File: config.mk
export PLATFORM = sky130hd
export DESIGN_NAME = ith_host_if
export DESIGN_NICKNAME = d
export VERILOG_FILES = /design/src/rtl/ith_pkg.sv /design/src/rtl/ith_host_if.sv
export VERILOG_INCLUDE_DIRS = /design/src /design/src/rtl
export SDC_FILE = /design/constraint.sdc
export NUM_CORES = 1
export LEC_CHECK = 0
export CAP_MARGIN = 20
export CELL_PAD_IN_SITES_DETAIL_PLACEMENT = 1
export CELL_PAD_IN_SITES_GLOBAL_PLACEMENT = 1
export CORE_MARGIN = 2
export CORE_UTILIZATION = 52
export CTS_CLUSTER_SIZE = 20
export DETAILED_ROUTE_END_ITERATION = 10
export DONT_BUFFER_PORTS = 1
export HOLD_SLACK_MARGIN = 0.15
export MAX_ROUTING_LAYER = met4
export PLACE_DENSITY = 0.85
export SETUP_SLACK_MARGIN = 0.15
export SYNTH_ARGS = -nofsm -noshare
export SYNTH_HDL_FRONTEND = slang
export SYNTH_SLANG_ARGS = --single-unit
File: constraint.sdc
create_clock -name clk -period 10.82 [get_ports clk]
set_input_delay 1.623 -clock clk [delete_from_list [all_inputs] [get_ports clk]]
set_output_delay 1.623 -clock clk [all_outputs]
set_load 0.01 [all_outputs]
File: src/rtl/ith_regs.svh
`ifndef ITH_REGS_SVH
`define ITH_REGS_SVH

// ****************************************************************
// Register offsets and bus target address
// ****************************************************************
`define ITH_ADR_DEVSTAT   8'h00
`define ITH_ADR_PRESS     8'h01
`define ITH_ADR_SMP0LO    8'h02
`define ITH_ADR_SMPLAST   8'h09
`define ITH_ADR_MODECTL   8'h0A
`define ITH_ADR_CHANACT   8'h0C
`define ITH_ADR_SENS0     8'h0E
`define ITH_ADR_SENS1     8'h10
`define ITH_ADR_ALERTPOL  8'h11
`define ITH_ADR_SENS2     8'h12
`define ITH_ADR_SENS3     8'h14
`define ITH_ADR_PRESSPOL  8'h1C
`define ITH_ADR_RAWBASE   8'h30
`define ITH_ADR_RAWLAST   8'h3B
`define ITH_I2C_ADDR      7'h2A

// ****************************************************************
// Field positions
// ****************************************************************
`define ITH_SETUP_HOLD_BIT 0
`define ITH_ALG_SEL_BIT    7
`define ITH_ALERT_POL_BIT  0
`define ITH_FRESH_BIT      7
`define ITH_PERMIT_BIT     0
`define ITH_ERR_BIT        1
`define ITH_HOLD_ECHO_BIT  2

// ****************************************************************
// Reset values
// ****************************************************************
`define ITH_RST_MODECTL   8'h00
`define ITH_RST_CHANACT   8'h01
`define ITH_RST_ALERTPOL  8'h80
`define ITH_RST_PRESSPOL  8'h0F
`define ITH_RST_SENS      8'h00

// ****************************************************************
// Timing
// ****************************************************************
`define ITH_CLK_KHZ       40000
`define ITH_SCAN_MS       100
`define ITH_SCAN_CYC      (`ITH_SCAN_MS * `ITH_CLK_KHZ)

`endif

File: src/rtl/ith_pkg.sv
package ith_pkg;

  // One finished conversion handed over by the converter front end.
  typedef struct packed {
    logic [1:0]  ch;
    logic [23:0] raw;
    logic [11:0] proc;
    logic        press;
    logic        err;
  } ith_sample_t;

  // Control handed to the converter front end.
  typedef struct packed {
    logic            start;
    logic [1:0]      ch;
    logic [3:0][5:0] gain;
    logic            btnMode;
    logic            lowPower;
  } ith_fe_ctrl_t;

  typedef enum logic [3:0] {
    ITH_IDLE  = 4'b0000,
    ITH_ADDR  = 4'b0001,
    ITH_AACK  = 4'b0010,
    ITH_PTR   = 4'b0011,
    ITH_PACK  = 4'b0100,
    ITH_WDATA = 4'b0101,
    ITH_WACK  = 4'b0110,
    ITH_RDATA = 4'b0111,
    ITH_RACK  = 4'b1000
  } ith_i2c_st_t;

  // Whole state of the host interface block.
  typedef struct packed {
    logic                   sclM, sclS, sclP, sdaM, sdaS, sdaP, pwrM, pwrS;
    ith_i2c_st_t            st;
    logic [3:0]             bitCnt;
    logic [7:0]             shift;
    logic                   rw;
    logic [7:0]             ptr;
    logic                   sdaOeN;
    logic [7:0]             modeCtl, chanAct, alertPol, pressPol;
    logic [3:0][7:0]        sens;
    logic                   permit, errFlag, convBusy;
    logic [31:0]            scanTmr;
    logic [3:0]             scanPend;
    ith_sample_t [1:0]      fifo;
    logic                   wrPtr, rdPtr;
    logic [1:0]             cnt;
    logic                   smpReady;
    logic [3:0][23:0]       raw;
    logic [3:0][11:0]       proc;
    logic [3:0]             press;
    logic                   fresh, alert;
    logic [3:0][23:0]       lraw;
    logic [3:0][11:0]       lproc;
    logic [3:0]             lpress;
    logic                   lfresh;
    logic [3:0]             btnPin;
    logic                   alertOeN;
    ith_fe_ctrl_t           fe;
  } ith_state_t;

endpackage

File: src/rtl/ith_host_if.sv
// Functional notes
// - Algorithm select zero means raw mode.
// - Raw mode bypasses tracking, algorithms, thresholds.
// - Button mode: processed registers and button pins.
// - Channel bits enable; low-power needs enable.
// - Active channels sampled in sequence per scan.
// - Fresh flag marks new readable data.
// - Raw mode raises alert on new data.
// - Raw sample: 24 bits over three bytes.
// - Push-pull button pins, polarity per bit.
// - Open-drain alert on press or error.
// - Status read clears pending alert.
// - Four press flags, one per channel.
// - Processed sample 12-bit, sign sense selectable.
// - Sensitivity step picks one of 64 gains.
// - Tracking always on in button mode.
// - Pointer auto-increments during read/write bursts.
// - Answer only target address 0x2A.
// - Address byte then register pointer byte.
// - Config writes need hold bit and permit.
// - Scan restarts within 1 ms after hold.
// - Clock line never driven; no stretching.
// - Low power pin keeps only low-power channels.
// - Hold bit stops conversion.
`timescale 1ns/100ps
`default_nettype none
`include "ith_regs.svh"
module ith_host_if #(
  parameter int unsigned SCAN_PERIOD_CYCLES = `ITH_SCAN_CYC
) (
  input  wire logic                  clk,
  input  wire logic                  sys_rst,
  input  wire logic                  sclIn,
  input  wire logic                  sdaIn,
  output logic                       sdaOut,
  output logic                       sdaOeN,
  output logic                       alertOut,
  output logic                       alertOeN,
  output logic [3:0]                 btnPin,
  input  wire logic                  powerLevelPin,
  input  wire logic                  smpValid,
  input  wire ith_pkg::ith_sample_t  smpData,
  output logic                       smpReady,
  output ith_pkg::ith_fe_ctrl_t      feCtrl
);

  ith_pkg::ith_state_t  s;
  ith_pkg::ith_state_t  n;
  ith_pkg::ith_sample_t head;
  logic                 sclRise, sclFall, startCond, stopCond;
  logic                 hostReading, accept, drainEn, loadRd, lockEv;
  logic                 cfgHold, btnMode;
  logic [3:0]           activeMask;

  // ****************************************************************
  // Helpers
  // ****************************************************************

  // Sensitivity register decode, shared by reads and writes: {hit, index}.
  function automatic logic [2:0] sensSel(input logic [7:0] a);
    logic [2:0] r;
    r = 3'h0;
    if (a == `ITH_ADR_SENS0) begin
      r = 3'h4;
    end else if (a == `ITH_ADR_SENS1) begin
      r = 3'h5;
    end else if (a == `ITH_ADR_SENS2) begin
      r = 3'h6;
    end else if (a == `ITH_ADR_SENS3) begin
      r = 3'h7;
    end
    return r;
  endfunction

  // Lowest pending channel, so a round walks channels upward.
  function automatic logic [1:0] lowIdx(input logic [3:0] m);
    logic [1:0] r;
    r = 2'h3;
    if (m[0]) begin
      r = 2'h0;
    end else if (m[1]) begin
      r = 2'h1;
    end else if (m[2]) begin
      r = 2'h2;
    end
    return r;
  endfunction

  // Read decode; data registers answer from the locked copies only.
  function automatic logic [7:0] rdByte(input ith_pkg::ith_state_t st, input logic [7:0] a);
    logic [7:0] r;
    logic [7:0] off;
    logic [7:0] pofs;
    logic [7:0] sub;
    logic [1:0] ch;
    logic [2:0] sel;
    r    = 8'h00;
    sel  = sensSel(a);
    pofs = a - `ITH_ADR_SMP0LO;
    off  = a - `ITH_ADR_RAWBASE;
    ch   = (off >= 8'h09) ? 2'h3 : (off >= 8'h06) ? 2'h2 : (off >= 8'h03) ? 2'h1 : 2'h0;
    sub  = off - {5'h00, ch, 1'b0} - {6'h00, ch};
    if (a == `ITH_ADR_DEVSTAT) begin
      r[`ITH_PERMIT_BIT]    = st.permit;
      r[`ITH_ERR_BIT]       = st.errFlag;
      r[`ITH_HOLD_ECHO_BIT] = st.modeCtl[`ITH_SETUP_HOLD_BIT];
    end else if (a == `ITH_ADR_PRESS) begin
      r[`ITH_FRESH_BIT] = st.lfresh;
      r[3:0]            = st.lpress;
    end else if (a >= `ITH_ADR_SMP0LO && a <= `ITH_ADR_SMPLAST) begin
      r = pofs[0] ? {4'h0, st.lproc[pofs[2:1]][11:8]} : st.lproc[pofs[2:1]][7:0];
    end else if (a == `ITH_ADR_MODECTL) begin
      r = st.modeCtl;
    end else if (a == `ITH_ADR_CHANACT) begin
      r = st.chanAct;
    end else if (a == `ITH_ADR_ALERTPOL) begin
      r = st.alertPol;
    end else if (a == `ITH_ADR_PRESSPOL) begin
      r = st.pressPol;
    end else if (sel[2]) begin
      r = st.sens[sel[1:0]];
    end else if (a >= `ITH_ADR_RAWBASE && a <= `ITH_ADR_RAWLAST) begin
      // Three bytes per channel, most significant first.
      case (sub)
        8'h00:   r = st.lraw[ch][23:16];
        8'h01:   r = st.lraw[ch][15:8];
        default: r = st.lraw[ch][7:0];
      endcase
    end
    return r;
  endfunction

  // ****************************************************************
  // Decoded events
  // ****************************************************************

  // Edges come from the second and third synchroniser stages only.
  assign sclRise     = s.sclS & ~s.sclP;
  assign sclFall     = ~s.sclS & s.sclP;
  assign startCond   = s.sclS & s.sclP & s.sdaP & ~s.sdaS;
  assign stopCond    = s.sclS & s.sclP & ~s.sdaP & s.sdaS;
  assign cfgHold     = s.modeCtl[`ITH_SETUP_HOLD_BIT];
  assign btnMode     = s.alertPol[`ITH_ALG_SEL_BIT];
  assign activeMask  = s.pwrS ? s.chanAct[3:0] : (s.chanAct[3:0] & s.chanAct[7:4]);
  assign hostReading = (s.st == ith_pkg::ITH_RDATA) || (s.st == ith_pkg::ITH_RACK);
  assign head        = s.fifo[s.rdPtr];
  // The buffer is drained only while no read byte is being shifted, so a slow host stalls the converter.
  assign accept      = smpValid & s.smpReady;
  assign drainEn     = (s.cnt != 2'h0) & ~hostReading;
  assign loadRd      = sclFall && ((s.st == ith_pkg::ITH_AACK && s.rw) || s.st == ith_pkg::ITH_RACK);
  assign lockEv      = loadRd && (s.ptr == `ITH_ADR_DEVSTAT);

  // ****************************************************************
  // Next state
  // ****************************************************************

  // All behaviour of the block is computed here from the registered state and the inputs.
  always_comb begin
    logic [7:0] rd;
    logic [2:0] wsel;
    logic [1:0] pick;
    rd   = rdByte(s, s.ptr);
    wsel = sensSel(s.ptr);
    pick = lowIdx(s.scanPend);
    n    = s;

    // Two-flop synchronisers; a third stage feeds the edge detectors.
    n.sclM = sclIn;
    n.sclS = s.sclM;
    n.sclP = s.sclS;
    n.sdaM = sdaIn;
    n.sdaS = s.sdaM;
    n.sdaP = s.sdaS;
    n.pwrM = powerLevelPin;
    n.pwrS = s.pwrM;

    // Target state machine; it only ever drives the data line, never the clock.
    if (startCond) begin
      n.st     = ith_pkg::ITH_ADDR;
      n.bitCnt = 4'h0;
      n.sdaOeN = 1'b1;
    end else if (stopCond) begin
      n.st     = ith_pkg::ITH_IDLE;
      n.sdaOeN = 1'b1;
    end else if (sclRise) begin
      case (s.st)
        ith_pkg::ITH_ADDR, ith_pkg::ITH_PTR, ith_pkg::ITH_WDATA: begin
          n.shift  = {s.shift[6:0], s.sdaS};
          n.bitCnt = s.bitCnt + 4'h1;
        end
        ith_pkg::ITH_RACK: begin
          // A not-acknowledge ends the burst; the line is already released.
          if (s.sdaS) begin
            n.st = ith_pkg::ITH_IDLE;
          end
        end
        default: begin
        end
      endcase
    end else if (sclFall) begin
      case (s.st)
        ith_pkg::ITH_ADDR: begin
          if (s.bitCnt == 4'h8) begin
            if (s.shift[7:1] == `ITH_I2C_ADDR) begin
              n.st     = ith_pkg::ITH_AACK;
              n.rw     = s.shift[0];
              n.sdaOeN = 1'b0;
            end else begin
              n.st = ith_pkg::ITH_IDLE;
            end
          end
        end
        ith_pkg::ITH_AACK: begin
          if (!s.rw) begin
            n.st     = ith_pkg::ITH_PTR;
            n.bitCnt = 4'h0;
            n.sdaOeN = 1'b1;
          end
        end
        ith_pkg::ITH_PTR: begin
          if (s.bitCnt == 4'h8) begin
            n.ptr    = s.shift;
            n.st     = ith_pkg::ITH_PACK;
            n.sdaOeN = 1'b0;
          end
        end
        ith_pkg::ITH_PACK, ith_pkg::ITH_WACK: begin
          n.st     = ith_pkg::ITH_WDATA;
          n.bitCnt = 4'h0;
          n.sdaOeN = 1'b1;
        end
        ith_pkg::ITH_WDATA: begin
          if (s.bitCnt == 4'h8) begin
            // The hold control is always writable; the rest only once the permit is up.
            if (s.ptr == `ITH_ADR_MODECTL) begin
              n.modeCtl = s.shift;
            end else if (s.permit) begin
              if (s.ptr == `ITH_ADR_CHANACT) begin
                n.chanAct = s.shift;
              end else if (s.ptr == `ITH_ADR_ALERTPOL) begin
                n.alertPol = s.shift;
              end else if (s.ptr == `ITH_ADR_PRESSPOL) begin
                n.pressPol = s.shift;
              end else if (wsel[2]) begin
                n.sens[wsel[1:0]] = s.shift;
              end
            end
            n.ptr    = s.ptr + 8'h01;
            n.st     = ith_pkg::ITH_WACK;
            n.sdaOeN = 1'b0;
          end
        end
        ith_pkg::ITH_RDATA: begin
          if (s.bitCnt == 4'h7) begin
            n.st     = ith_pkg::ITH_RACK;
            n.sdaOeN = 1'b1;
          end else begin
            n.bitCnt = s.bitCnt + 4'h1;
            n.shift  = {s.shift[6:0], 1'b0};
            n.sdaOeN = s.shift[6];
          end
        end
        default: begin
        end
      endcase
      // Loading a read byte; releasing the line sends a one, pulling it sends a zero.
      if (loadRd) begin
        n.st     = ith_pkg::ITH_RDATA;
        n.bitCnt = 4'h0;
        n.shift  = rd;
        n.sdaOeN = rd[7];
        n.ptr    = s.ptr + 8'h01;
      end
    end

    // A status read freezes the data copies and clears the pending flags.
    if (lockEv) begin
      n.lraw    = s.raw;
      n.lproc   = s.proc;
      n.lpress  = s.press;
      n.lfresh  = s.fresh;
      n.fresh   = 1'b0;
      n.alert   = 1'b0;
      n.errFlag = 1'b0;
    end

    // Permit rises only with the hold set and nothing in flight or buffered.
    n.permit = cfgHold & ~s.convBusy & (s.cnt == 2'h0);

    // Scan scheduler: each period queues every active channel, issued one at a time.
    n.fe.start = 1'b0;
    if (cfgHold) begin
      n.scanPend = 4'h0;
      n.scanTmr  = 32'h0000_0000;
    end else begin
      if (s.scanTmr == 32'h0000_0000) begin
        n.scanTmr  = 32'(SCAN_PERIOD_CYCLES - 1);
        n.scanPend = s.scanPend | activeMask;
      end else begin
        n.scanTmr = s.scanTmr - 32'h0000_0001;
      end
      if (!s.convBusy && s.scanPend != 4'h0) begin
        n.fe.start       = 1'b1;
        n.fe.ch          = pick;
        n.convBusy       = 1'b1;
        n.scanPend[pick] = 1'b0;
      end
    end
    if (accept && s.convBusy) begin
      n.convBusy = 1'b0;
    end

    // Two-entry buffer between converter and register bank.
    if (accept) begin
      n.fifo[s.wrPtr] = smpData;
      n.wrPtr         = ~s.wrPtr;
    end
    if (drainEn) begin
      n.rdPtr = ~s.rdPtr;
    end
    case ({accept, drainEn})
      2'b10:   n.cnt = s.cnt + 2'h1;
      2'b01:   n.cnt = s.cnt - 2'h1;
      default: n.cnt = s.cnt;
    endcase
    n.smpReady = (n.cnt != 2'h2);

    // Live registers; flag sets come after the lock so a coinciding event wins.
    if (drainEn) begin
      n.raw[head.ch] = head.raw;
      n.fresh        = 1'b1;
      if (btnMode) begin
        n.proc[head.ch]  = s.pressPol[{1'b1, head.ch}] ? 12'(12'h000 - head.proc) : head.proc;
        n.press[head.ch] = head.press;
        if (head.press || head.err) begin
          n.alert = 1'b1;
        end
        if (head.err) begin
          n.errFlag = 1'b1;
        end
      end else begin
        n.alert = 1'b1;
      end
    end
    // Raw mode carries no thresholded press state.
    if (!btnMode) begin
      n.press = 4'h0;
    end

    // Pins: push-pull press outputs, open-drain alert driven low for a low level.
    n.btnPin   = ~(s.press ^ s.pressPol[3:0]);
    n.alertOeN = s.alertPol[`ITH_ALERT_POL_BIT] ? s.alert : ~s.alert;

    // Front end control; tracking follows the mode and cannot be turned off alone.
    for (int i = 0; i < 4; i++) begin
      n.fe.gain[i] = s.sens[i][5:0];
    end
    n.fe.btnMode  = btnMode;
    n.fe.lowPower = ~s.pwrS;

    if (sys_rst) begin
      n          = '0;
      n.sclM     = 1'b1;
      n.sclS     = 1'b1;
      n.sclP     = 1'b1;
      n.sdaM     = 1'b1;
      n.sdaS     = 1'b1;
      n.sdaP     = 1'b1;
      n.pwrM     = 1'b1;
      n.pwrS     = 1'b1;
      n.sdaOeN   = 1'b1;
      n.modeCtl  = `ITH_RST_MODECTL;
      n.chanAct  = `ITH_RST_CHANACT;
      n.alertPol = `ITH_RST_ALERTPOL;
      n.pressPol = `ITH_RST_PRESSPOL;
      n.sens     = {4{`ITH_RST_SENS}};
      n.smpReady = 1'b1;
      n.btnPin   = 4'h0;
      n.alertOeN = 1'b1;
    end
  end

  // Single state register.
  always_ff @(posedge clk) begin
    s <= n;
  end

  // Outputs come straight from the state register, except sdaOut and alertOut, which are tied low.
  assign sdaOut   = 1'b0;
  assign sdaOeN   = s.sdaOeN;
  assign alertOut = 1'b0;
  assign alertOeN = s.alertOeN;
  assign btnPin   = s.btnPin;
  assign smpReady = s.smpReady;
  assign feCtrl   = s.fe;
endmodule
`default_nettype wire

==> key figures <==
Run status
  – Result of the run: finished, violations left
  – Violated checks: max-slew violations

Finish
  – Sequential Area: approximately 11000 um2
  – Area of combinational cells with multiple inputs: 11570 um2
  – Commonest cells after routing, fill and taps aside: nand2_1 (616), dfxtp_1 (554), a21oi_1 (347)
  – Synthesis-to-finish area growth: 8.348%
  – Filler Cells Inserted: 5355
  – Layout cell share with drive strength beyond 1: under 10%
  – Post-Route Utilization: a little under three fifths
  – Number of nets in the finished design: around 2.8k
  – Most frequent standard cell in the layout excluding fill and tap cells: nand2_1

GRT
  – Total congestion overflow: 0
  – Routing usage on met3: between 4 and 5%
  – Global-route wire length before repair: 119800 um
  – Number of antenna violations at the first check in global routing: 1
  – Routing usage on met2: between 50% and 60%
  – Global-route layer with the greatest usage: met2
  – Via count of the first global-routing pass: 20.95k
  – Met1 capacity usage during global routing: about two fifths
  – Largest net degree at the start of global routing: 500
  – Tot GR Track Use: between 30% and 40%

Clocking
  – Clock latency on the worst-skew pair: approximately 630 ps
  – Post-CTS setup-driven buffer insertion count: 0
  – CTS tree: built
  – Buffer type at the clock tree root: clkbuf_16
  – Maximum level of the CTS H-tree: 2
  – TritonCTS Buffers: 57
  – CTS hold repair buffers: 0
  – Number of gates given a new drive strength after cts: 0
  – Clock transition time at the flip-flop clock pins of the worst setup and hold paths: 70 ps
  – Sink count of the clock tree: around 560
  – Largest buffer count on any clock path: 3

Logic synthesis
  – Count of mapped cells out of synthesis: 2885
  – Post-synthesis area per instance: 8.255 um2
  – Yosys warns: 0
  – Post-synth top flop: dfxtp_1
  – Flops & latches, synth: about 560
  – Number of enable-type register cells in the synthesized netlist: 0
  – Fraction of registers with async set or reset after synthesis: 0%
  – Sequential element share of the synthesized area: a little under half
  – Synthesized area: about 24000 um2
  – Unique cell type count in the Yosys netlist: 81

Place
  – Final weighted congestion of routability-driven global placement: about 0.95
  – Estimated wirelength of the detail-placed design: a little over 50000 um
  – Port Buffer Count: 0
  – Pre-CTS setup slack: ~4600 ps

Timing
  – Number of endpoints failing setup at the final stage: 0
  – Number of failing hold endpoints at the final stage: 0
  – Largest clock skew in the final design: between 20 and 30 ps
  – Final Max Tran Viols: just under 100
  – Final WS setup: between 4000 and 5000 ps
  – Transition time of the tightest slew-check pin: approximately 1600 ps
  – Upper clock frequency limit: ~0.16 GHz
  – Crit share post-route: 59.18%
  – RSZ-0062 raised after global routing: no
  – Relative max-transition margin: -7.980%
  – Post-route minimum period: approximately 6400 ps
  – Worst-case hold slack: ~430 ps
  – Total Neg Setup Slack: 0 ps

Detailed routing
  – DR vias: just over 20k
  – Violation count after the first detailed-route iteration: around 1.7k
  – Avg WL per Cell: 22.69 um
  – Aggregate routed wire length: between 70000 and 80000 um
  – Total iterations of the first detailed-routing run: 6
  – Residual antenna-violating net count after detailed routing: 0
  – Remaining routing DRC violations: 0
  – Routed vias/inst: between 6 and 7

Critical path
  – Minimum setup slack among reg-to-reg paths: between 4000 and 5000 ps
  – Startpoint types: register
  – Crit path max-delay cell type: nand2_1
  – Largest fanout of any net on the critical path: 19
  – Slowest cell delay on critical path: approximately 730 ps
  – Worst flop-to-flop path startpoint: s[522]
  – Class of the most critical setup path: register to register
  – Number of buffer and inverter instances along the worst setup path: 2
  – Required time of the critical path: between 10000 and 15000 ps
  – Cell breakdown of the critical path: inv_2, ha_1, o211ai_1, and2_1, nand2_1, ha_1, inv_1, fa_1, xor2_1, or3_1, nor3_1, o221ai_1, a211oi_1, o21ai_0
  – Top cell by count, worst path: ha_1
  – Depth of the critical timing path with buffers and inverters included: 14
  – R2R Path End: s[538]
  – Number of cells on the worst reg-to-reg path: 14
  – Largest delay share family, worst path: simple AND/OR/NAND/NOR gates
  – Worst Path Arrival: 6880 ps
  – Kind of end point of the critical path: register

Pwr
  – Peak supply drop: about 0.14 mV
  – Power, Total: around 0.0053 W
  – Static Leak: a little over 9 nW
  – Power per Cell Area: 206.9 nW/um2

Worst hold path
  – Hold Path Class: register to register
  – Worst hold path startpoint: s[548]
  – Cell depth of the worst hold path: 1
  – Destination of the worst hold path: s[547]

Die
  – Core area: roughly 45000 um2
  – Top Ports: 84
  – Die ar.: about 48000 um2
  – Starting density of the core: about 53%
  – Width of the die: roughly 220 um
  – Chip Height: 218.0 um
  – Standard-cell row count: roughly 80

Run
  – Number of maximum-capacitance constraint violations: 0
sequential cells by signal (all words and copies together), names as in the netlist:
register,cells
s,517
feCtrl,29
btnPin,4
alertOeN,1
btnMode,1
cfgHold,1
sdaOeN,1
smpReady,1
cell type report:
class / count / area share, %
tap: 600 / 2.909
clock buffer: 83 / 6.449
inverter: 38 / 0.5528
sequential: 555 / 43.06
antenna: 1 / 0.009698
multi-input combinational: 2060 / 44.84
clock inverter: 21 / 1.353
timing repair buffer: 29 / 0.8243
how the worst max path moves through the flow:
stage	start	to	slack [ps]
2_1_floorplan	s[523]	s[531]	5850
3_3_place_gp	s[526]	s[538]	4730
3_5_place_dp	s[522]	s[538]	4610
4_1_cts	s[522]	s[538]	4580
5_1_grt	s[526]	s[538]	4050
6_report	s[522]	s[538]	4420
cell usage after synthesis, types with 5 or more instances:
cell type,n,area share [%]
nand2_1,617,9.7
dfxtp_1,555,47
a21oi_1,347,7.3
nor2_1,293,4.6
clkbuf_1,173,2.7
a211oi_1,123,3.9
mux2i_1,118,5.0
o21ai_0,62,1.3
nor3_1,50,1.1
nand3_1,38,0.80
inv_1,37,0.58
buf_4,35,1.1
nor2b_1,35,0.92
ha_1,29,1.5
xnor2_1,27,0.99
xor2_1,23,0.85
and3_1,21,0.55
buf_2,20,0.42
o211ai_1,20,0.63
o221ai_1,19,0.70
or3_1,18,0.47
nand2b_1,16,0.42
a22oi_1,12,0.38
mux4_2,12,1.1
o22ai_1,12,0.32
or2_2,11,0.29
o31ai_1,10,0.32
and2_1,8,0.21
nor4_1,8,0.21
o21a_1,8,0.25
a21o_1,7,0.22
a221o_1,7,0.29
a311oi_1,7,0.26
mux2_2,6,0.28
o211a_1,6,0.25
buf_1,5,0.079
nor3b_1,5,0.16
or3b_2,5,0.18
report_power, final:
group	total (W)	switching [W]	internal (W)
Combinational	0.000870	0.000569	0.000301
Sequential	0.00237	0.000140	0.00223
Clock	0.00210	0.000842	0.00126
per-layer routing:
layer	wire, um	part of all wire (%)	vias to the layer above
li1	-	-	9603
met1	31810	41	10230
met2	37650	49	549
met3	4292	5.6	164
met4	3098	4.0	0
met5	0	0	-
cell families (layout without fill, tap and decap cells):
group                      count (synthesis)  in the layout  synth area share (%)
muxes                                    136            136                 6.378
AOI/OAI and AO/OA                        686            686                 17.72
other                                      1              3               0.01575
xor gates and xnor gates                  50             50                 1.839
adders and majority gates                 31             31                 1.650
DFF                                      555            555                 46.65
and+or+nand+nor                         1155           1155                 20.82
buffers and inverters                    271            171                 4.928
through the flow:
step	instances	area, um2
floorplan	2886	23820
global placement	3277	23760
detailed placement	3277	23760
CTS	3381	25770
global route	3387	25800
finish	3387	25800
(Power assumes the default switching activity.)
